[config.mk]
export PLATFORM = sky130hd
export DESIGN_NAME = dcpi_top
export DESIGN_NICKNAME = d
export VERILOG_FILES = /design/src/dcpi_pkg.sv /design/src/dcpi_top.sv
export VERILOG_INCLUDE_DIRS = /design/src /design/src/src
export SDC_FILE = /design/constraint.sdc
export NUM_CORES = 1
export LEC_CHECK = 0
export BUFFER_PORTS_ARGS = -buffer_cell sky130_fd_sc_hd__buf_2
export CAP_MARGIN = 0
export CORE_MARGIN = 8
export CORE_UTILIZATION = 43
export CTS_CLUSTER_DIAMETER = 60
export DETAILED_ROUTE_END_ITERATION = 10
export GPL_ROUTABILITY_DRIVEN = 0
export SYNTH_ARGS = -nofsm -noshare
export SYNTH_HDL_FRONTEND = slang
export SYNTH_SLANG_ARGS = --single-unit
[constraint.sdc]
create_clock -name clk -period 4.5 [get_ports clk]
set_input_delay 0.675 -clock clk [delete_from_list [all_inputs] [get_ports clk]]
set_output_delay 0.675 -clock clk [all_outputs]
set_load 0.03 [all_outputs]
[src/dcpi_consts.svh]
// constants for the ddr2 command pin interface block
`ifndef DCPI_CONSTS_SVH
`define DCPI_CONSTS_SVH
// register byte offsets, control register reset value and decode enable bit
`define DCPI_OFS_STATUS 12'h000
`define DCPI_OFS_CTRL 12'h004
`define DCPI_OFS_MODE0 12'h008
`define DCPI_OFS_MODE1 12'h00c
`define DCPI_OFS_MODE2 12'h010
`define DCPI_OFS_MODE3 12'h014
`define DCPI_OFS_MASKED 12'h018
`define DCPI_CTRL_RESET 32'h00000001
`define DCPI_CTRL_DECODE_BIT 0
// command codes {row, column, write} strobes, active low
`define DCPI_CMD_MODE 3'h0
`define DCPI_CMD_REFRESH 3'h1
`define DCPI_CMD_PRECHARGE 3'h2
`define DCPI_CMD_ACTIVATE 3'h3
`define DCPI_CMD_WRITE 3'h4
`define DCPI_CMD_READ 3'h5
// mode register fields, precharge all bit, beat counts and response codes
`define DCPI_MR_BL_LSB 0
`define DCPI_MR_BL_MSB 2
`define DCPI_MR_BL8 3'h3
`define DCPI_EMR_RTT_LO 2
`define DCPI_EMR_RTT_HI 6
`define DCPI_EMR_READ_ONLY_STROBE 11
`define DCPI_PALL_BIT 10
`define DCPI_BEATS_BL4 4'h4
`define DCPI_BEATS_BL8 4'h8
`define DCPI_RESP_OKAY 2'h0
`define DCPI_RESP_SLVERR 2'h2
`endif

[src/dcpi_pkg.sv]
// types for the ddr2 command pin interface block
package dcpi_pkg;
   typedef enum logic [3:0] {
      PWR_RUN = 4'h1,
      PWR_PPD = 4'h2,
      PWR_APD = 4'h4,
      PWR_SREF = 4'h8
   } dcpiPwr_t;
   // one registered sample of the command pins
   typedef struct packed {
      logic rankSelectN;
      logic rowStrobeN;
      logic columnStrobeN;
      logic writeStrobeN;
      logic terminationEnable;
      logic [2:0] bankSelect;
      logic [13:0] addr;
   } dcpiCmd_t;
   // decoded command pulses
   typedef struct packed {
      logic activate;
      logic read;
      logic write;
      logic precharge;
      logic prechargeAll;
      logic modeLoad;
      logic autoPrecharge;
      logic [2:0] bank;
      logic [13:0] addr;
   } dcpiEvt_t;
endpackage

[src/dcpi_top.sv]
// ddr2 command pin decoder with power states and an axi4-lite register window
`timescale 1ns/1ps
`include "dcpi_consts.svh"
module dcpi_top #(
   parameter bit WIDE16 = 1'b0
) (
   // clock and reset
   input wire logic clk,
   input wire logic resetn,
   // memory pins from the controller
   input wire logic diffClockP,
   input wire logic diffClockN,
   input wire logic clockGateIn,
   input wire logic rankSelectN,
   input wire logic rowStrobeN,
   input wire logic columnStrobeN,
   input wire logic writeStrobeN,
   input wire logic [2:0] bankSelect,
   input wire logic [13:0] addr,
   input wire logic terminationEnable,
   input wire logic writeByteMask,
   input wire logic dataStrobe,
   // decoded commands towards the array
   output dcpi_pkg::dcpiEvt_t cmdEvt,
   output logic beatKeep,
   output logic beatDrop,
   // buffer, termination and mask pin control
   output logic clockBufEn,
   output logic termBufEn,
   output logic inputBufEn,
   output logic termOn,
   output logic [1:0] termLanes,
   output logic maskIsStrobe,
   output dcpi_pkg::dcpiPwr_t pwrState,
   // axi4-lite slave
   input wire logic [11:0] s_axi_awaddr,
   input wire logic s_axi_awvalid,
   output logic s_axi_awready,
   input wire logic [31:0] s_axi_wdata,
   input wire logic [3:0] s_axi_wstrb,
   input wire logic s_axi_wvalid,
   output logic s_axi_wready,
   output logic [1:0] s_axi_bresp,
   output logic s_axi_bvalid,
   input wire logic s_axi_bready,
   input wire logic [11:0] s_axi_araddr,
   input wire logic s_axi_arvalid,
   output logic s_axi_arready,
   output logic [31:0] s_axi_rdata,
   output logic [1:0] s_axi_rresp,
   output logic s_axi_rvalid,
   input wire logic s_axi_rready
);

   localparam int PW = 27;

   ////////////////////////////////////////////////////////////////////////////////
   // pin synchronisers
   logic [PW-1:0] pinRaw;
   logic [PW-1:0] pinMeta_q;
   logic [PW-1:0] pinSync_q;
   logic clkPPrev_q;
   logic clkNPrev_q;
   logic strobePrev_q;

   assign pinRaw = {diffClockP, diffClockN, clockGateIn, rankSelectN, rowStrobeN,
                    columnStrobeN, writeStrobeN, terminationEnable, bankSelect, addr,
                    writeByteMask, dataStrobe};

   always_ff @(posedge clk or negedge resetn) begin
      if (!resetn) begin
         pinMeta_q <= '0;
         pinSync_q <= '0;
      end else begin
         pinMeta_q <= pinRaw;
         pinSync_q <= pinMeta_q;
      end
   end

   logic syncP;
   logic syncN;
   logic syncGate;
   logic syncMask;
   logic syncStrobe;
   dcpi_pkg::dcpiCmd_t syncCmd;
   assign syncP = pinSync_q[26];
   assign syncN = pinSync_q[25];
   assign syncGate = pinSync_q[24];
   assign syncCmd = pinSync_q[23:2];
   assign syncMask = pinSync_q[1];
   assign syncStrobe = pinSync_q[0];

   always_ff @(posedge clk or negedge resetn) begin
      if (!resetn) begin
         clkPPrev_q <= 1'b0;
         clkNPrev_q <= 1'b1;
         strobePrev_q <= 1'b0;
      end else begin
         clkPPrev_q <= syncP;
         clkNPrev_q <= syncN;
         strobePrev_q <= syncStrobe;
      end
   end

   // true clock rising and complement falling together
   logic crossing;
   assign crossing = syncP && !syncN && !(clkPPrev_q && !clkNPrev_q);

   ////////////////////////////////////////////////////////////////////////////////
   // registers
   logic [31:0] ctrl_q;
   logic [13:0] modeReg_q [4];
   logic [15:0] maskedCount_q;
   logic [7:0] openBanks_q;
   logic gatePrev_q;
   dcpi_pkg::dcpiPwr_t pwr_q;

   logic decodeOn;
   logic emrTermOn;
   logic [3:0] burstBeats;
   assign decodeOn = ctrl_q[`DCPI_CTRL_DECODE_BIT];
   assign emrTermOn = modeReg_q[1][`DCPI_EMR_RTT_LO] || modeReg_q[1][`DCPI_EMR_RTT_HI];
   assign burstBeats = (modeReg_q[0][`DCPI_MR_BL_MSB:`DCPI_MR_BL_LSB] == `DCPI_MR_BL8) ?
                       `DCPI_BEATS_BL8 : `DCPI_BEATS_BL4;

   ////////////////////////////////////////////////////////////////////////////////
   // command decode
   logic [2:0] cmdCode;
   logic cmdLive;
   assign cmdCode = {syncCmd.rowStrobeN, syncCmd.columnStrobeN, syncCmd.writeStrobeN};
   // strobes decode only on a crossing with gate high now and before
   assign cmdLive = crossing && pwr_q == dcpi_pkg::PWR_RUN && gatePrev_q && syncGate &&
                    !syncCmd.rankSelectN && decodeOn;

   always_ff @(posedge clk or negedge resetn) begin
      if (!resetn) begin
         cmdEvt <= '0;
      end else begin
         cmdEvt.activate <= cmdLive && cmdCode == `DCPI_CMD_ACTIVATE;
         cmdEvt.read <= cmdLive && cmdCode == `DCPI_CMD_READ;
         cmdEvt.write <= cmdLive && cmdCode == `DCPI_CMD_WRITE;
         cmdEvt.precharge <= cmdLive && cmdCode == `DCPI_CMD_PRECHARGE;
         cmdEvt.modeLoad <= cmdLive && cmdCode == `DCPI_CMD_MODE;
         cmdEvt.prechargeAll <= syncCmd.addr[`DCPI_PALL_BIT];
         cmdEvt.autoPrecharge <= syncCmd.addr[`DCPI_PALL_BIT];
         cmdEvt.bank <= syncCmd.bankSelect;
         cmdEvt.addr <= syncCmd.addr;
      end
   end

   // open row tracking per bank
   always_ff @(posedge clk or negedge resetn) begin
      if (!resetn) begin
         openBanks_q <= '0;
      end else if (cmdLive) begin
         if (cmdCode == `DCPI_CMD_ACTIVATE) begin
            openBanks_q[syncCmd.bankSelect] <= 1'b1;
         end else if (cmdCode == `DCPI_CMD_PRECHARGE) begin
            if (syncCmd.addr[`DCPI_PALL_BIT]) begin
               openBanks_q <= '0;
            end else begin
               openBanks_q[syncCmd.bankSelect] <= 1'b0;
            end
         end else if ((cmdCode == `DCPI_CMD_READ || cmdCode == `DCPI_CMD_WRITE) &&
                      syncCmd.addr[`DCPI_PALL_BIT]) begin
            openBanks_q[syncCmd.bankSelect] <= 1'b0;
         end
      end
   end

   // mode register load, bank select picks the register
   always_ff @(posedge clk or negedge resetn) begin
      if (!resetn) begin
         for (int i = 0; i < 4; i++) begin
            modeReg_q[i] <= '0;
         end
      end else if (cmdLive && cmdCode == `DCPI_CMD_MODE) begin
         modeReg_q[syncCmd.bankSelect[1:0]] <= syncCmd.addr;
      end
   end

   ////////////////////////////////////////////////////////////////////////////////
   // power states
   always_ff @(posedge clk or negedge resetn) begin
      if (!resetn) begin
         gatePrev_q <= 1'b0;
      end else if (crossing && pwr_q != dcpi_pkg::PWR_SREF) begin
         gatePrev_q <= syncGate;
      end else if (pwr_q == dcpi_pkg::PWR_SREF) begin
         gatePrev_q <= 1'b0;
      end
   end

   always_ff @(posedge clk or negedge resetn) begin
      if (!resetn) begin
         pwr_q <= dcpi_pkg::PWR_RUN;
      end else begin
         case (pwr_q)
            dcpi_pkg::PWR_RUN: begin
               if (crossing && gatePrev_q && !syncGate) begin
                  if (!syncCmd.rankSelectN && cmdCode == `DCPI_CMD_REFRESH &&
                      openBanks_q == '0) begin
                     pwr_q <= dcpi_pkg::PWR_SREF;
                  end else if (openBanks_q != '0) begin
                     pwr_q <= dcpi_pkg::PWR_APD;
                  end else begin
                     pwr_q <= dcpi_pkg::PWR_PPD;
                  end
               end
            end
            dcpi_pkg::PWR_PPD, dcpi_pkg::PWR_APD: begin
               if (crossing && syncGate) begin
                  pwr_q <= dcpi_pkg::PWR_RUN;
               end
            end
            dcpi_pkg::PWR_SREF: begin
               if (syncGate) begin
                  pwr_q <= dcpi_pkg::PWR_RUN;
               end
            end
            default: begin
               pwr_q <= dcpi_pkg::PWR_RUN;
            end
         endcase
      end
   end

   // buffer enables follow the power state
   always_ff @(posedge clk or negedge resetn) begin
      if (!resetn) begin
         pwrState <= dcpi_pkg::PWR_RUN;
         clockBufEn <= 1'b1;
         termBufEn <= 1'b1;
         inputBufEn <= 1'b1;
      end else begin
         pwrState <= pwr_q;
         inputBufEn <= pwr_q == dcpi_pkg::PWR_RUN;
         clockBufEn <= pwr_q != dcpi_pkg::PWR_SREF;
         termBufEn <= pwr_q != dcpi_pkg::PWR_SREF;
      end
   end

   ////////////////////////////////////////////////////////////////////////////////
   // termination and mask pin function
   always_ff @(posedge clk or negedge resetn) begin
      if (!resetn) begin
         termOn <= 1'b0;
         termLanes <= '0;
         maskIsStrobe <= 1'b0;
      end else begin
         maskIsStrobe <= !WIDE16 && modeReg_q[1][`DCPI_EMR_READ_ONLY_STROBE];
         if (pwr_q == dcpi_pkg::PWR_SREF || !emrTermOn) begin
            termOn <= 1'b0;
            termLanes <= '0;
         end else if (crossing) begin
            termOn <= syncCmd.terminationEnable;
            termLanes <= {WIDE16 && syncCmd.terminationEnable, syncCmd.terminationEnable};
         end
      end
   end

   ////////////////////////////////////////////////////////////////////////////////
   // write beats on both strobe edges
   logic [3:0] beatsLeft_q;
   logic strobeEdge;
   logic beatIn;
   assign strobeEdge = syncStrobe != strobePrev_q;
   assign beatIn = strobeEdge && beatsLeft_q != '0;

   always_ff @(posedge clk or negedge resetn) begin
      if (!resetn) begin
         beatsLeft_q <= '0;
      end else if (cmdLive && cmdCode == `DCPI_CMD_WRITE) begin
         beatsLeft_q <= burstBeats;
      end else if (beatIn) begin
         beatsLeft_q <= beatsLeft_q - 4'h1;
      end
   end

   always_ff @(posedge clk or negedge resetn) begin
      if (!resetn) begin
         beatKeep <= 1'b0;
         beatDrop <= 1'b0;
         maskedCount_q <= '0;
      end else begin
         beatKeep <= beatIn && (maskIsStrobe || !syncMask);
         beatDrop <= beatIn && !maskIsStrobe && syncMask;
         if (beatIn && !maskIsStrobe && syncMask) begin
            maskedCount_q <= maskedCount_q + 16'h1;
         end
      end
   end

   ////////////////////////////////////////////////////////////////////////////////
   // axi4-lite write channel
   logic [11:0] awAddr_q;
   logic [31:0] wData_q;
   logic [3:0] wStrb_q;
   logic awHeld_q;
   logic wHeld_q;

   always_ff @(posedge clk or negedge resetn) begin
      if (!resetn) begin
         awHeld_q <= 1'b0;
         wHeld_q <= 1'b0;
         awAddr_q <= '0;
         wData_q <= '0;
         wStrb_q <= '0;
         s_axi_awready <= 1'b1;
         s_axi_wready <= 1'b1;
         s_axi_bvalid <= 1'b0;
         s_axi_bresp <= `DCPI_RESP_OKAY;
         ctrl_q <= `DCPI_CTRL_RESET;
      end else begin
         if (s_axi_awvalid && s_axi_awready) begin
            awAddr_q <= s_axi_awaddr;
            awHeld_q <= 1'b1;
            s_axi_awready <= 1'b0;
         end
         if (s_axi_wvalid && s_axi_wready) begin
            wData_q <= s_axi_wdata;
            wStrb_q <= s_axi_wstrb;
            wHeld_q <= 1'b1;
            s_axi_wready <= 1'b0;
         end
         if (awHeld_q && wHeld_q && !s_axi_bvalid) begin
            awHeld_q <= 1'b0;
            wHeld_q <= 1'b0;
            s_axi_bvalid <= 1'b1;
            if (awAddr_q[11:2] == `DCPI_OFS_CTRL >> 2) begin
               s_axi_bresp <= `DCPI_RESP_OKAY;
               for (int b = 0; b < 4; b++) begin
                  if (wStrb_q[b]) begin
                     ctrl_q[b*8 +: 8] <= wData_q[b*8 +: 8];
                  end
               end
            end else if (awAddr_q[11:2] <= `DCPI_OFS_MASKED >> 2) begin
               s_axi_bresp <= `DCPI_RESP_OKAY;
            end else begin
               s_axi_bresp <= `DCPI_RESP_SLVERR;
            end
         end
         if (s_axi_bvalid && s_axi_bready) begin
            s_axi_bvalid <= 1'b0;
            s_axi_awready <= 1'b1;
            s_axi_wready <= 1'b1;
         end
      end
   end

   ////////////////////////////////////////////////////////////////////////////////
   // axi4-lite read channel
   always_ff @(posedge clk or negedge resetn) begin
      if (!resetn) begin
         s_axi_arready <= 1'b1;
         s_axi_rvalid <= 1'b0;
         s_axi_rdata <= '0;
         s_axi_rresp <= `DCPI_RESP_OKAY;
      end else if (s_axi_arvalid && s_axi_arready) begin
         s_axi_arready <= 1'b0;
         s_axi_rvalid <= 1'b1;
         s_axi_rresp <= `DCPI_RESP_OKAY;
         if (s_axi_araddr[11:2] == `DCPI_OFS_STATUS >> 2) begin
            s_axi_rdata <= {20'h0, openBanks_q, pwr_q};
         end else if (s_axi_araddr[11:2] == `DCPI_OFS_CTRL >> 2) begin
            s_axi_rdata <= ctrl_q;
         end else if (s_axi_araddr[11:2] == `DCPI_OFS_MODE0 >> 2) begin
            s_axi_rdata <= {18'h0, modeReg_q[0]};
         end else if (s_axi_araddr[11:2] == `DCPI_OFS_MODE1 >> 2) begin
            s_axi_rdata <= {18'h0, modeReg_q[1]};
         end else if (s_axi_araddr[11:2] == `DCPI_OFS_MODE2 >> 2) begin
            s_axi_rdata <= {18'h0, modeReg_q[2]};
         end else if (s_axi_araddr[11:2] == `DCPI_OFS_MODE3 >> 2) begin
            s_axi_rdata <= {18'h0, modeReg_q[3]};
         end else if (s_axi_araddr[11:2] == `DCPI_OFS_MASKED >> 2) begin
            s_axi_rdata <= {16'h0, maskedCount_q};
         end else begin
            s_axi_rdata <= '0;
            s_axi_rresp <= `DCPI_RESP_SLVERR;
         end
      end else if (s_axi_rvalid && s_axi_rready) begin
         s_axi_rvalid <= 1'b0;
         s_axi_arready <= 1'b1;
      end
   end

endmodule // dcpi_top
Word-level counts from Yosys, hierarchy flattened:

Index checks and enable logic that the tools add are counted.

* input port bits: 94
* word-level logic and storage cells: 202
* register bits: 304

* bitwise gates (word level): 4
* $lt $le $gt $ge: 5
* reductions and logical operators: 68
* add/sub/neg operators: 2
* muxes and demuxes: 54
* equality and inequality tests: 22

Operator list (count)
* 16-bit 2-to-1 mux: 5
* 32-bit 2-to-1 mux: 2
* 56-bit bitwise mux: 1
* 1-bit logical AND: 33
* 8-bit 2-to-1 mux: 4
* 10-bit by 3-bit == test with 1-bit output (second input constant): 3
* 14-bit demux with 2-bit select: 1
* 4-bit 2-to-1 mux: 7
* 2-bit 2-to-1 mux: 11
* 10-bit by 1-bit == test with 1-bit output (second input constant): 2
* 10-bit by 2-bit == test with 1-bit output (second input constant): 2
* 1-bit 2-to-1 mux: 19
* 2-bit nonzero test: 9
* 16-bit by 1-bit adder with 16-bit output (second input constant): 1
* 3-bit AND reduction: 5
* 14-bit 2-to-1 mux: 1
* 4-bit one-hot mux with 3 select lines: 1
* 10-bit by 3-bit less-or-equal comparator with 1-bit output (second input constant): 1
* 10-bit zero test: 1
* 3-bit by 2-bit == test with 1-bit output (second input constant): 3
* 1-bit zero test: 9
* 8-bit AND: 1
* 8-bit zero test: 1
* 8-bit NOT: 1
* 25 further kinds: 31

Longest topological paths before layout:

Gate-level depths: netlist of run 1.

* depth in word-level cells: 11
* depth in mapped cells: 7
* gate-level depth less buffers: 7

Worst setup path before layout of run 1:

Ideal clock, no wire load.

* kind: input-to-reg
* from: in s_axi_araddr[11]
* to: reg s_axi_rdata[11]
* data arrival time: 2.144 ns
* setup slack: 2.261 ns
* stages: 6
* library setup time: 0.095 ns
* path buffers: 2
* cells stage by stage: clkbuf_1 or4_4 nor4_1 clkbuf_1 a222oi_1 o31ai_1

* longest elaborated chain between the ends: 8

RTL lines
* from (decl): RTL line dcpi_top.sv:46 `input wire logic [11:0] s_axi_araddr,`
* 10-bit by 3-bit == test with 1-bit output: RTL line dcpi_top.sv:375 `` end else if (s_axi_araddr[11:2] == `DCPI_OFS_MASKED >> 2) begin ``
* 16-bit 2-to-1 mux: RTL line dcpi_top.sv:375
* 16-bit 2-to-1 mux: RTL line dcpi_top.sv:373 `` end else if (s_axi_araddr[11:2] == `DCPI_OFS_MODE3 >> 2) begin ``
* 16-bit 2-to-1 mux: RTL line dcpi_top.sv:371 `` end else if (s_axi_araddr[11:2] == `DCPI_OFS_MODE2 >> 2) begin ``
* 16-bit 2-to-1 mux: RTL line dcpi_top.sv:369 `` end else if (s_axi_araddr[11:2] == `DCPI_OFS_MODE1 >> 2) begin ``
* 16-bit 2-to-1 mux: RTL line dcpi_top.sv:367 `` end else if (s_axi_araddr[11:2] == `DCPI_OFS_MODE0 >> 2) begin ``
* 32-bit 2-to-1 mux: RTL line dcpi_top.sv:365 `` end else if (s_axi_araddr[11:2] == `DCPI_OFS_CTRL >> 2) begin ``
* 32-bit 2-to-1 mux *: RTL line dcpi_top.sv:363 `` if (s_axi_araddr[11:2] == `DCPI_OFS_STATUS >> 2) begin ``
* to (signal assigned): RTL line dcpi_top.sv:364 `s_axi_rdata <= {20'h0, openBanks_q, pwr_q};`
* to (signal assigned): RTL line dcpi_top.sv:366 `s_axi_rdata <= ctrl_q;`
* to (signal assigned): RTL line dcpi_top.sv:368 `s_axi_rdata <= {18'h0, modeReg_q[0]};`
* to (decl): RTL line dcpi_top.sv:49 `output logic [31:0] s_axi_rdata,`

Mark *: on every way between the ends. The rest lies on a longest branch, timed or not.
A chain may end at the register's enable or synchronous reset.

Worst setup path after layout of run 1:

* from: reg ctrl_q[0]
* to: reg modeReg_q[33] (netlist bit)

* longest elaborated chain between the ends: 2

RTL lines
* from (decl): RTL line dcpi_top.sv:111 `logic [31:0] ctrl_q;`
* from (signal assigned): RTL line dcpi_top.sv:313 `` ctrl_q <= `DCPI_CTRL_RESET; ``
* from (signal, indexed assignment): RTL line dcpi_top.sv:334 `ctrl_q[b*8 +: 8] <= wData_q[b*8 +: 8];`
* 1-bit logical AND: RTL line dcpi_top.sv:133 `!syncCmd.rankSelectN && decodeOn;`
* 1-bit logical AND (no source line)
* to (signal, indexed assignment): RTL line dcpi_top.sv:178 `modeReg_q[syncCmd.bankSelect[1:0]] <= syncCmd.addr;`
* to (decl): RTL line dcpi_top.sv:112 `logic [13:0] modeReg_q [4];`

No other way between the ends.

==> results.txt, run 1 <==
----------------------------------------------------
[Finish]
  Commonest cells after routing, fill and taps aside ... 288 x dfrtp_1, 163 x buf_2, 135 x mux2_2
  Fraction of final layout cells sized beyond drive strength 1 ... 37.0%
  Number of nets in the layout ... 1123
  Layout-stage area growth over the synthesis result ... 17.9%
  Final instance count without filler cells ... 1391
  Antenna cells ... 0
  Most common cell after layout, fill and taps aside ... dfrtp_1
  Post-route cell area ... 0.0140 sq mm

[Global route]
  Via count of the first global-routing pass ... 7991
  Number of antenna violations at the first check in global routing ... 2
  Largest net degree at the start of global routing ... 110
  First-pass GRT wire length ... 46.0 mm
  Global route total overflow ... 0
  Combined global-route utilization of all metal layers ... 17.4%

[Logic synthesis]
  Top cells by area in the synthesized netlist ... dfrtp_1 61%, mux2_2 13%, dfstp_2 2.0%
  Sequential area share after synthesis ... 62.8%
  Number of distinct standard cells referenced by the synthesized netlist ... 66
  Main synth FF type ... dfrtp_1
  Area of the mapped netlist ... 0.0119 sq mm
  Top cell type's share of synthesized area ... 60.8%
  Library cell with the largest summed area after synthesis ... dfrtp_1
  Yosys warning total ... 0
  Post-synth EDFFs ... 0
  Fraction of registers with async set or reset after synthesis ... 100%
  Average size of a mapped cell ... 13.6 sq um
  Post-synthesis instance total ... 873
  Seq cells post-synth ... 297

[Placement]
  Total cell area at the placement stage ... 0.0129 sq mm
  Count of buffers from port buffering ... 164
  Placed Cells ... 1335
  Pre-CTS setup slack ... 1420 ps
  Post-DP HPWL ... 20.0 mm

[Clocking]
  Postcts setup bufs ... 0
  Number of H-tree levels ... 1
  Clock Sink Count ... 297
  Clock root buffer ... clkbuf_16
  Clock transition at the registers of the reported paths ... 60 ps
  CTS hold repair buffers ... 0
  Number of buffers created by CTS ... 31
  Clock tree from TritonCTS ... yes
  Maximum clock insertion buffer count ... 3
  Post-cts repair resize count ... 0
  Clk_lat worst skew ... 550 ps

[Run]
  Number of maximum-capacitance constraint violations ... 0

[Detailed routing]
  Routed length on met3 ... 2.27 mm
  Highest metal layer used by the detailed router ... met5
  Routed wire length ... 29.0 mm
  Via count ... 7652
  Antenna Violating Nets Remaining ... 0
  # DRC ... 0
  Via count normalized by instance count ... 5.50
  Wl on met1 ... 12.8 mm
  Violation count after the first detailed-routing iteration ... 602
  Wire length on met2 ... 13.4 mm
  Drt pass-1 iters ... 7
  WL/cell ... 20.8 um

[Floorplan]
  Die span in x ... 182 um
  Io pins ... 172
  Die Footprint ... 0.0331 sq mm
  Placeable Area ... 0.0270 sq mm
  Standard-cell row count ... 60
  Initial core utilization ... 43.9%
  Die Span Y ... 182 um

[Status]
  Result of the run ... complete, no violations

[Critical path]
  Required time at the worst-slack endpoint ... 4930 ps
  Critical path arrival ... 3540 ps
  FF-to-FF Start ... ctrl_q[0]
  Reg-to-reg endpoint ... modeReg_q[33]
  Startpoint of the worst setup timing path ... ctrl_q[0]
  Setup CP Type ... flip-flop to flip-flop
  R2r setup slk ... 1390 ps
  FF-to-FF path depth ... 4
  Endpoint class of the critical path ... flip-flop
  Launching element type of the critical path ... flip-flop
  Critical path capture point ... modeReg_q[33]
  Peak fanout along the critical path ... 14

[Timing]
  Final hold violation count ... 0
  Final number of max-transition violations ... 0
  Worst clock skew ... 15.9 ps
  Hold slack ... 118 ps
  Slew @ Worst Pin ... 1240 ps
  Ratio of final minimum period to clock period ... 69.1%
  Unrepaired setup endpoints after global routing ... false
  Setup Viol. Count Final ... 0
  Clock period minus worst slack ... 3110 ps
  Setup WS post-layout ... 1390 ps
  Maximum clock frequency ... 322 MHz
  Aggregate negative setup slack ... 0 ps
  Worst slew slack as a fraction of its limit ... 16.8%

[Power]
  Power density over the cells ... 463 mW/mm^2
  Leakage dissipation ... 0.00664 uW
  Worst vdd ir ... 0.376 mV

[Hold path]
  Class of the tightest hold or removal check ... input pin to async pin

----------------------------------------------------
[logic make-up (layout without fill, tap and decap cells)]
kind of cell	count (synthesis)	after routing	share of synthesized area (%)
xor+xnor	20	20	1.48
other cells	1	3	0.0316
flops	297	297	62.8
mux	143	143	13.7
compound gates	143	143	8.80
simple gates	186	186	9.95
fa+ha+maj	2	2	0.211
buf+inv	81	256	3.06
[state kept, by name, indices dropped and copies added (netlist names), 4 cells and up]
name	count
modeReg_q	56
pinMeta_q	27
s_axi_rdata	32
maskedCount_q	16
wData_q	32
awAddr_q	10
pwr_q	4
ctrl_q	32
pwrState	4
wStrb_q	4
beatsLeft_q	4
cmdEvt	22
pinSync_q	27
openBanks_q	8
[through the flow]
step,total power [uW],util [%]
after floorplan,3720,-
after global placement,3960,47.9
after detailed placement,4000,47.9
after CTS,6550,51.7
after global routing,6780,51.7
final,6480,51.7
[cell usage after synthesis, types with 10 or more instances]
cell type    n
nand2_1     29
nor2_1      15
nand3_1     14
a22o_1      16
and2_1      11
a22oi_1     14
xnor2_1     15
dfrtp_1    288
a21oi_1     15
nor4_1      21
mux2_2     135
inv_1       29
and3_1      11
nor3_1      25
o32ai_1     11
o41ai_1     10
a31oi_1     10
clkbuf_1    35
o2bb2ai_1   11
o31ai_1     13
nor2b_1     17
o21ai_0     24
[power by group]
group          switching (uW)  internal, uW  total [uW]
sequential                196          3000        3190
clock                    1030          1510        2540
combinational             386           361         747
[layer usage]
layer  track usage [%]  up-vias
met5                 0        -
met4              3.84        4
met3              4.91       42
met2              27.0      231
met1              24.0     3874
li1                  -     3501
[critical path, stage by stage (launching register included)]
cell	delay (ps)
dfstp_2	580
nand3b_1	380
or4_4	640
nor4_4	950
mux2_2	420
[final cells by class]
class	count	area [sq um]
Clock buffer	44	905
Clock inverter	12	120
Fill cell	2386	13100
Inverter	29	109
Multi-Input combinational cell	497	4060
Sequential cell	297	7440
Tap cell	341	427
Timing Repair Buffer	171	908
[how the worst min path moves through the flow]
stage	from	endpoint	slack [ps]	depth (start not counted)
3_3_place_gp	pinMeta_q[9]	pinSync_q[9]	330	0
3_5_place_dp	pinMeta_q[17]	pinSync_q[17]	330	0
2_1_floorplan	pinMeta_q[0]	pinSync_q[0]	330	0
5_1_grt	resetn	pinMeta_q[0]	180	1
6_report	resetn	pinMeta_q[0]	120	1
4_1_cts	resetn	pinMeta_q[0]	160	1
Power figures use the tool's default switching activity.
==> inputs of run 2 (changes only) <==
==> constraint.sdc (replaced) <==
create_clock -name clk -period 3 [get_ports clk]
set_input_delay 0.45 -clock clk [delete_from_list [all_inputs] [get_ports clk]]
set_output_delay 0.45 -clock clk [all_outputs]
set_load 0.03 [all_outputs]
==> results.txt, run 2 (synthesis gave the netlist of run 1 again) <==
----------------------------------------------------
[Status]
  Result of the run ... complete, no violations

[Finish]
  Layout-stage area growth over the synthesis result ... 21.4%
  Largest register by flop count ... modeReg_q
  Fraction of final layout cells sized beyond drive strength 1 ... 38.2% (+1.3 points)
  Share of the core filled with cells ... 53.2% (+1.5 points)
  Final instance count without filler cells ... 1421 (+2.2%)
  Commonest cells after routing, fill and taps aside ... 288 x dfrtp_1, 163 x buf_2, 135 x mux2_2
  Most common cell after layout, fill and taps aside ... dfrtp_1
  Number of nets in the layout ... 1150 (+2.4%)
  Number of flip-flops under the largest register name ... 56 (unchanged)
  Antenna cells ... 0 (unchanged)
  Filler Cells Inserted ... 2330 (-2.3%)

[Timing]
  Maximum clock frequency ... 413 MHz (+28%)
  Clock period minus worst slack ... 2420 ps (-687 ps)
  Final hold violation count ... 0 (unchanged)
  Final number of max-transition violations ... 0 (unchanged)
  Aggregate negative setup slack ... 0 ps (unchanged)
  Ratio of final minimum period to clock period ... 80.8% (+12 points)
  Worst slew slack as a fraction of its limit ... 57.1% (+40 points)
  Slew @ Worst Pin ... 644 ps (-594 ps)
  Unrepaired setup endpoints after global routing ... false
  Setup Viol. Count Final ... 0 (unchanged)
  Worst clock skew ... 20.6 ps (+4.73 ps)

[Global route]
  Largest net degree at the start of global routing ... 74 (-33%)
  Number of antenna violations at the first check in global routing ... 3 (+1)
  Global route total overflow ... 0 (unchanged)
  First-pass GRT wire length ... 46.6 mm (+1.3%)
  Via count of the first global-routing pass ... 8054 (+0.79%)
  Combined global-route utilization of all metal layers ... 17.8% (+0.37 points)

[Clocking]
  Number of buffers created by CTS ... 36 (+16%)
  Clock root buffer ... clkbuf_16
  Clock transition at the registers of the reported paths ... 60 ps (about the same)
  Clock tree from TritonCTS ... yes
  Clk_lat worst skew ... 510 ps (-40 ps)
  Maximum clock insertion buffer count ... 3 (unchanged)
  Postcts setup bufs ... 0 (unchanged)
  Number of H-tree levels ... 2 (+1)
  Clock Sink Count ... 297 (unchanged)

[Run]
  Number of maximum-capacitance constraint violations ... 0 (unchanged)

[Floorplan]
  Die Span Y ... 182 um (unchanged)
  Initial core utilization ... 43.9% (unchanged)
  Standard-cell row count ... 60 (unchanged)
  Die span in x ... 182 um (unchanged)
  Die Footprint ... 0.0331 sq mm (unchanged)
  Placeable Area ... 0.0270 sq mm (unchanged)
  Io pins ... 172 (unchanged)

[Detailed routing]
  Via count normalized by instance count ... 5.52 (+0.32%)
  Violation count after the first detailed-routing iteration ... 672 (+12%)
  Via count ... 7842 (+2.5%)
  Antenna Violating Nets Remaining ... 0 (unchanged)
  Routed wire length ... 29.4 mm (+1.5%)
  Drt pass-1 iters ... 5 (-2)
  # DRC ... 0 (unchanged)
  WL/cell ... 20.7 um (-0.68%)

[Power]
  Power density over the cells ... 726 mW/mm^2 (+57%)
  Leakage dissipation ... 0.00686 uW (+3.4%)
  Worst vdd ir ... 0.428 mV (+14%)
  Post-layout total power ... 10500 uW (+61%)

[Placement]
  Post-DP HPWL ... 20.4 mm (+2.0%)
  Count of buffers from port buffering ... 164 (unchanged)
  Placed Cells ... 1356 (+1.6%)

[Critical path]
  Setup CP Type ... flip-flop to flip-flop
  Critical path arrival ... 2810 ps (-730 ps)
  Launching element type of the critical path ... flip-flop
  Endpoint class of the critical path ... flip-flop
  Peak fanout along the critical path ... 14 (unchanged)
  Required time at the worst-slack endpoint ... 3380 ps (-1550 ps)

[Hold path]
  Class of the tightest hold or removal check ... input pin to flip-flop

----------------------------------------------------
==> run 2: what timing repair did <==
action / 4_1_cts / 5_1_grt
gates resized for setup: 0 / 0
hold buffers: 1 / 0
endpoints found under the hold margin: 69 / 0
endpoints found under the setup margin: 0 / 0
==> run 2: worst max-delay path: stages, from the launching register on <==
cell and delay [ps]:
dfstp_2 590, nor4b_4 340, nand4_4 370, nor4_4 300, buf_4 310, mux2_2 370
==> run 2: area by class of cell <==
class	count	area, sq um	share of cell area (%)
tap	341	427	2.97
inverter	29	109	0.757
timing repair buffer	193	1100	7.65
clock buffer	52	1050	7.31
multi-input combinational	497	4060	28.2
sequential	297	7440	51.7
clock inverter	12	199	1.38
==> run 2: report_power, final <==
part / total (uW) / switching [uW] / leakage (uW) / internal [uW]
combinational: 1140 / 581 / 0.00242 / 557
clock: 4520 / 1650 / 0.000616 / 2870
sequential: 4790 / 292 / 0.00383 / 4500
total: 10500 / 2520 / 0.00686 / 7930
==> run 2: worst paths after layout <==
check / cells past startpoint / slack [ps] / start / end
worst max-delay path: 5 / 580 / pwr_q[0] / modeReg_q[35]
worst max register to register: 5 / 580 / pwr_q[0] / modeReg_q[35]
max in group asynchronous: 3 / 1660 / resetn / s_axi_wready
worst min register to register: 0 / 340 / pinMeta_q[19] / pinSync_q[19]
min in group asynchronous: 2 / 490 / resetn / pinMeta_q[1]
worst min-delay path: 1 / 50 / addr[13] / pinMeta_q[15]
==> run 2: routing by layer <==
layer  up-vias  wire length [um]  track usage [%]
li1       3560                 -                -
met2       241             13600             27.8
met3        52              2070             4.81
met4         6               681             5.38
met5         -                38                0
met1      3983             13000             23.9
==> run 2: stage by stage <==
stage / hold slack (ps) / cell area, sq um / setup WS, ps
2_1_floorplan: 154 / 11900 / 924
3_3_place_gp: 331 / 13100 / 608
3_5_place_dp: 335 / 13100 / 589
4_1_cts: 30.1 / 14400 / 571
5_1_grt: 37.1 / 14400 / 433
6_report: 45.5 / 14400 / 577
==> inputs of run 3 (changes only) <==
==> constraint.sdc (replaced) <==
create_clock -name clk -period 2.34 [get_ports clk]
set_input_delay 0.351 -clock clk [delete_from_list [all_inputs] [get_ports clk]]
set_output_delay 0.351 -clock clk [all_outputs]
set_load 0.03 [all_outputs]
==> results.txt, run 3 (synthesis gave the netlist of run 1 again) <==
----------------------------------------------------
[Status]
  Result of the run ... complete, no violations

[Finish]
  Fraction of final layout cells sized beyond drive strength 1 ... 38.8% (+0.53 points)
  FF+latch area ... 0.00744 sq mm (unchanged)
  Antenna cells ... 0 (unchanged)
  Layout-stage area growth over the synthesis result ... 24.6%
  Filler Cells Inserted ... 2310 (-0.86%)
  Post-route cell area ... 0.0148 sq mm (+2.6%)
  Most common cell after layout, fill and taps aside ... dfrtp_1
  Multi-input gate area in the final layout ... 0.00406 sq mm (+0.12%)
  Number of nets in the layout ... 1194 (+3.8%)
  Largest register by flop count ... modeReg_q
  Number of flip-flops under the largest register name ... 56 (unchanged)
  Commonest cells after routing, fill and taps aside ... 288 x dfrtp_1, 163 x buf_2, 135 x mux2_2

[Global route]
  Via count of the first global-routing pass ... 8370 (+3.9%)
  Largest net degree at the start of global routing ... 69 (-6.8%)
  Number of antenna violations at the first check in global routing ... 2 (-1)
  Global route total overflow ... 0 (unchanged)
  Combined global-route utilization of all metal layers ... 18.1% (+0.32 points)
  First-pass GRT wire length ... 47.5 mm (+2.0%)

[Hold path]
  End of the worst hold path ... s_axi_wready
  Number of instances on the worst hold path ... 2 (+1)
  Class of the tightest hold or removal check ... input pin to flip-flop
  Startpoint of the lowest-slack hold path ... s_axi_wvalid

[Clocking]
  Clock transition at the registers of the reported paths ... 60 ps (about the same)
  Clk_lat worst skew ... 500 ps (about the same)
  Number of H-tree levels ... 2 (unchanged)
  Clock Sink Count ... 297 (unchanged)
  Clock root buffer ... clkbuf_16
  Maximum clock insertion buffer count ... 3 (unchanged)
  Number of buffers created by CTS ... 34 (-5.6%)
  Clock tree from TritonCTS ... yes
  Postcts setup bufs ... 0 (unchanged)

[Detailed routing]
  Via count normalized by instance count ... 5.38 (-2.5%)
  Via count ... 7871 (+0.37%)
  WL/cell ... 20.4 um (-1.4%)
  Drt pass-1 iters ... 6 (+1)
  Routed wire length ... 29.9 mm (+1.5%)
  Violation count after the first detailed-routing iteration ... 497 (-26%)
  # DRC ... 0 (unchanged)
  Antenna Violating Nets Remaining ... 0 (unchanged)

[Critical path]
  Cell breakdown of the critical path ... nor4b_4, nand4_4, nor4_4, buf_12, mux2_2
  Endpoint class of the critical path ... flip-flop
  Peak fanout along the critical path ... 14 (unchanged)
  R2r setup slk ... 130 ps (-450 ps)
  Slowest library cell on the worst path ... dfstp_2
  FF-to-FF Start ... pwr_q[0]
  Setup CP Type ... flip-flop to flip-flop
  FF-to-FF path depth ... 5 (unchanged)
  Critical path arrival ... 2590 ps (-220 ps)
  Required time at the worst-slack endpoint ... 2720 ps (-660 ps)
  Stage delay of the slowest cell on the critical path ... 590 ps (about the same)
  Launching element type of the critical path ... flip-flop
  Reg-to-reg endpoint ... modeReg_q[48]

[Floorplan]
  Initial core utilization ... 43.9% (unchanged)
  Io pins ... 172 (unchanged)
  Die Footprint ... 0.0331 sq mm (unchanged)
  Die Span Y ... 182 um (unchanged)
  Die span in x ... 182 um (unchanged)
  Placeable Area ... 0.0270 sq mm (unchanged)
  Standard-cell row count ... 60 (unchanged)

[Timing]
  Worst clock skew ... 10.8 ps (-9.83 ps)
  Clock period minus worst slack ... 2210 ps (-212 ps)
  Ratio of final minimum period to clock period ... 94.5% (+14 points)
  Final number of max-transition violations ... 0 (unchanged)
  Aggregate negative setup slack ... 0 ps (unchanged)
  Worst slew slack as a fraction of its limit ... 54.5% (-2.5 points)
  Unrepaired setup endpoints after global routing ... false
  Maximum clock frequency ... 452 MHz (+9.6%)
  Hold slack ... 25.9 ps (-19.7 ps)
  Final hold violation count ... 0 (unchanged)
  Setup Viol. Count Final ... 0 (unchanged)
  Slew @ Worst Pin ... 682 ps (+38.1 ps)

[Power]
  Leakage dissipation ... 0.00703 uW (+2.4%)
  Worst vdd ir ... 0.510 mV (+19%)
  Power density over the cells ... 880 mW/mm^2 (+21%)

[Placement]
  Total cell area at the placement stage ... 0.0133 sq mm (+1.6%)
  Count of buffers from port buffering ... 164 (unchanged)
  Post-DP HPWL ... 21.1 mm (+3.8%)

[Run]
  Number of maximum-capacitance constraint violations ... 0 (unchanged)

----------------------------------------------------
run 3: changes by cell type in the layout (fill, tap and decap cells not counted), sizes merged:
cell,before,now
buf,192,211
bufinv,5,3
clkbuf,52,44
clkinv,6,9
clkinvlp,0,3
dlygate4sd3,1,28
run 3: worst max-delay path by stage:
| stage | cells after the start | startpoint | slack (ps) | end |
|---|---|---|---|---|
| after global routing | 5 | pwr_q[0] | 30 | modeReg_q[41] |
| final | 5 | pwr_q[0] | 130 | modeReg_q[48] |
| after floorplan | 5 | ctrl_q[0] | 260 | modeReg_q[31] |
| after global placement | 4 | awAddr_q[9] | 90 | ctrl_q[27] |
| after detailed placement | 4 | awAddr_q[9] | 90 | ctrl_q[30] |
| after CTS | 4 | awAddr_q[9] | 80 | ctrl_q[30] |
run 3: metal layers:
| metal | vias to the layer above | wire (um) | share of wire [%] | GRT usage, % |
|---|---|---|---|---|
| met5 | - | 23 | 0.077 | 0 |
| met4 | 4 | 477 | 1.6 | 4.39 |
| met3 | 46 | 2290 | 7.7 | 5.95 |
| met2 | 231 | 13900 | 47 | 28.1 |
| met1 | 3939 | 13200 | 44 | 24.2 |
| li1 | 3651 | - | - | - |
run 3: timing repair:
item,in CTS,in global routing
hold buffers,28,0
setup endpoints to repair,0,8
gates resized for setup,0,1
endpoints found under the hold margin,86,0
run 3: critical path, delay by kind of cell (launching register included):
family / cells / cell delay, ps
buf+inv: 1 / 200
mux: 1 / 340
simple gates: 3 / 940
flops: 1 / 590
run 3: layout make-up:
cell class | count | share of cell area [%]
sequential | 297 | 50.4
multi-input combinational | 497 | 27.5
timing repair buffer | 239 | 10.7
clock buffer | 44 | 6.64
tap | 341 | 2.89
clock inverter | 16 | 1.13
inverter | 29 | 0.737
run 3: per-stage QoR:
stage,setup slack [ps],total power [uW],util (%),instances
2_1_floorplan,264,7160,-,875
3_5_place_dp,92.6,7750,49.3,1375
4_1_cts,84.7,13200,54.6,1463
5_1_grt,26.4,13600,54.6,1463
6_report,129,13000,54.6,1463
3_3_place_gp,94.3,7680,49.3,1375
run 3: where the power goes:
part           internal, uW  switching (uW)  total, uW
Sequential             5770             382       6150
Clock                  3280            2030       5310
Combinational           764             766       1530
Total                  9820            3180      13000
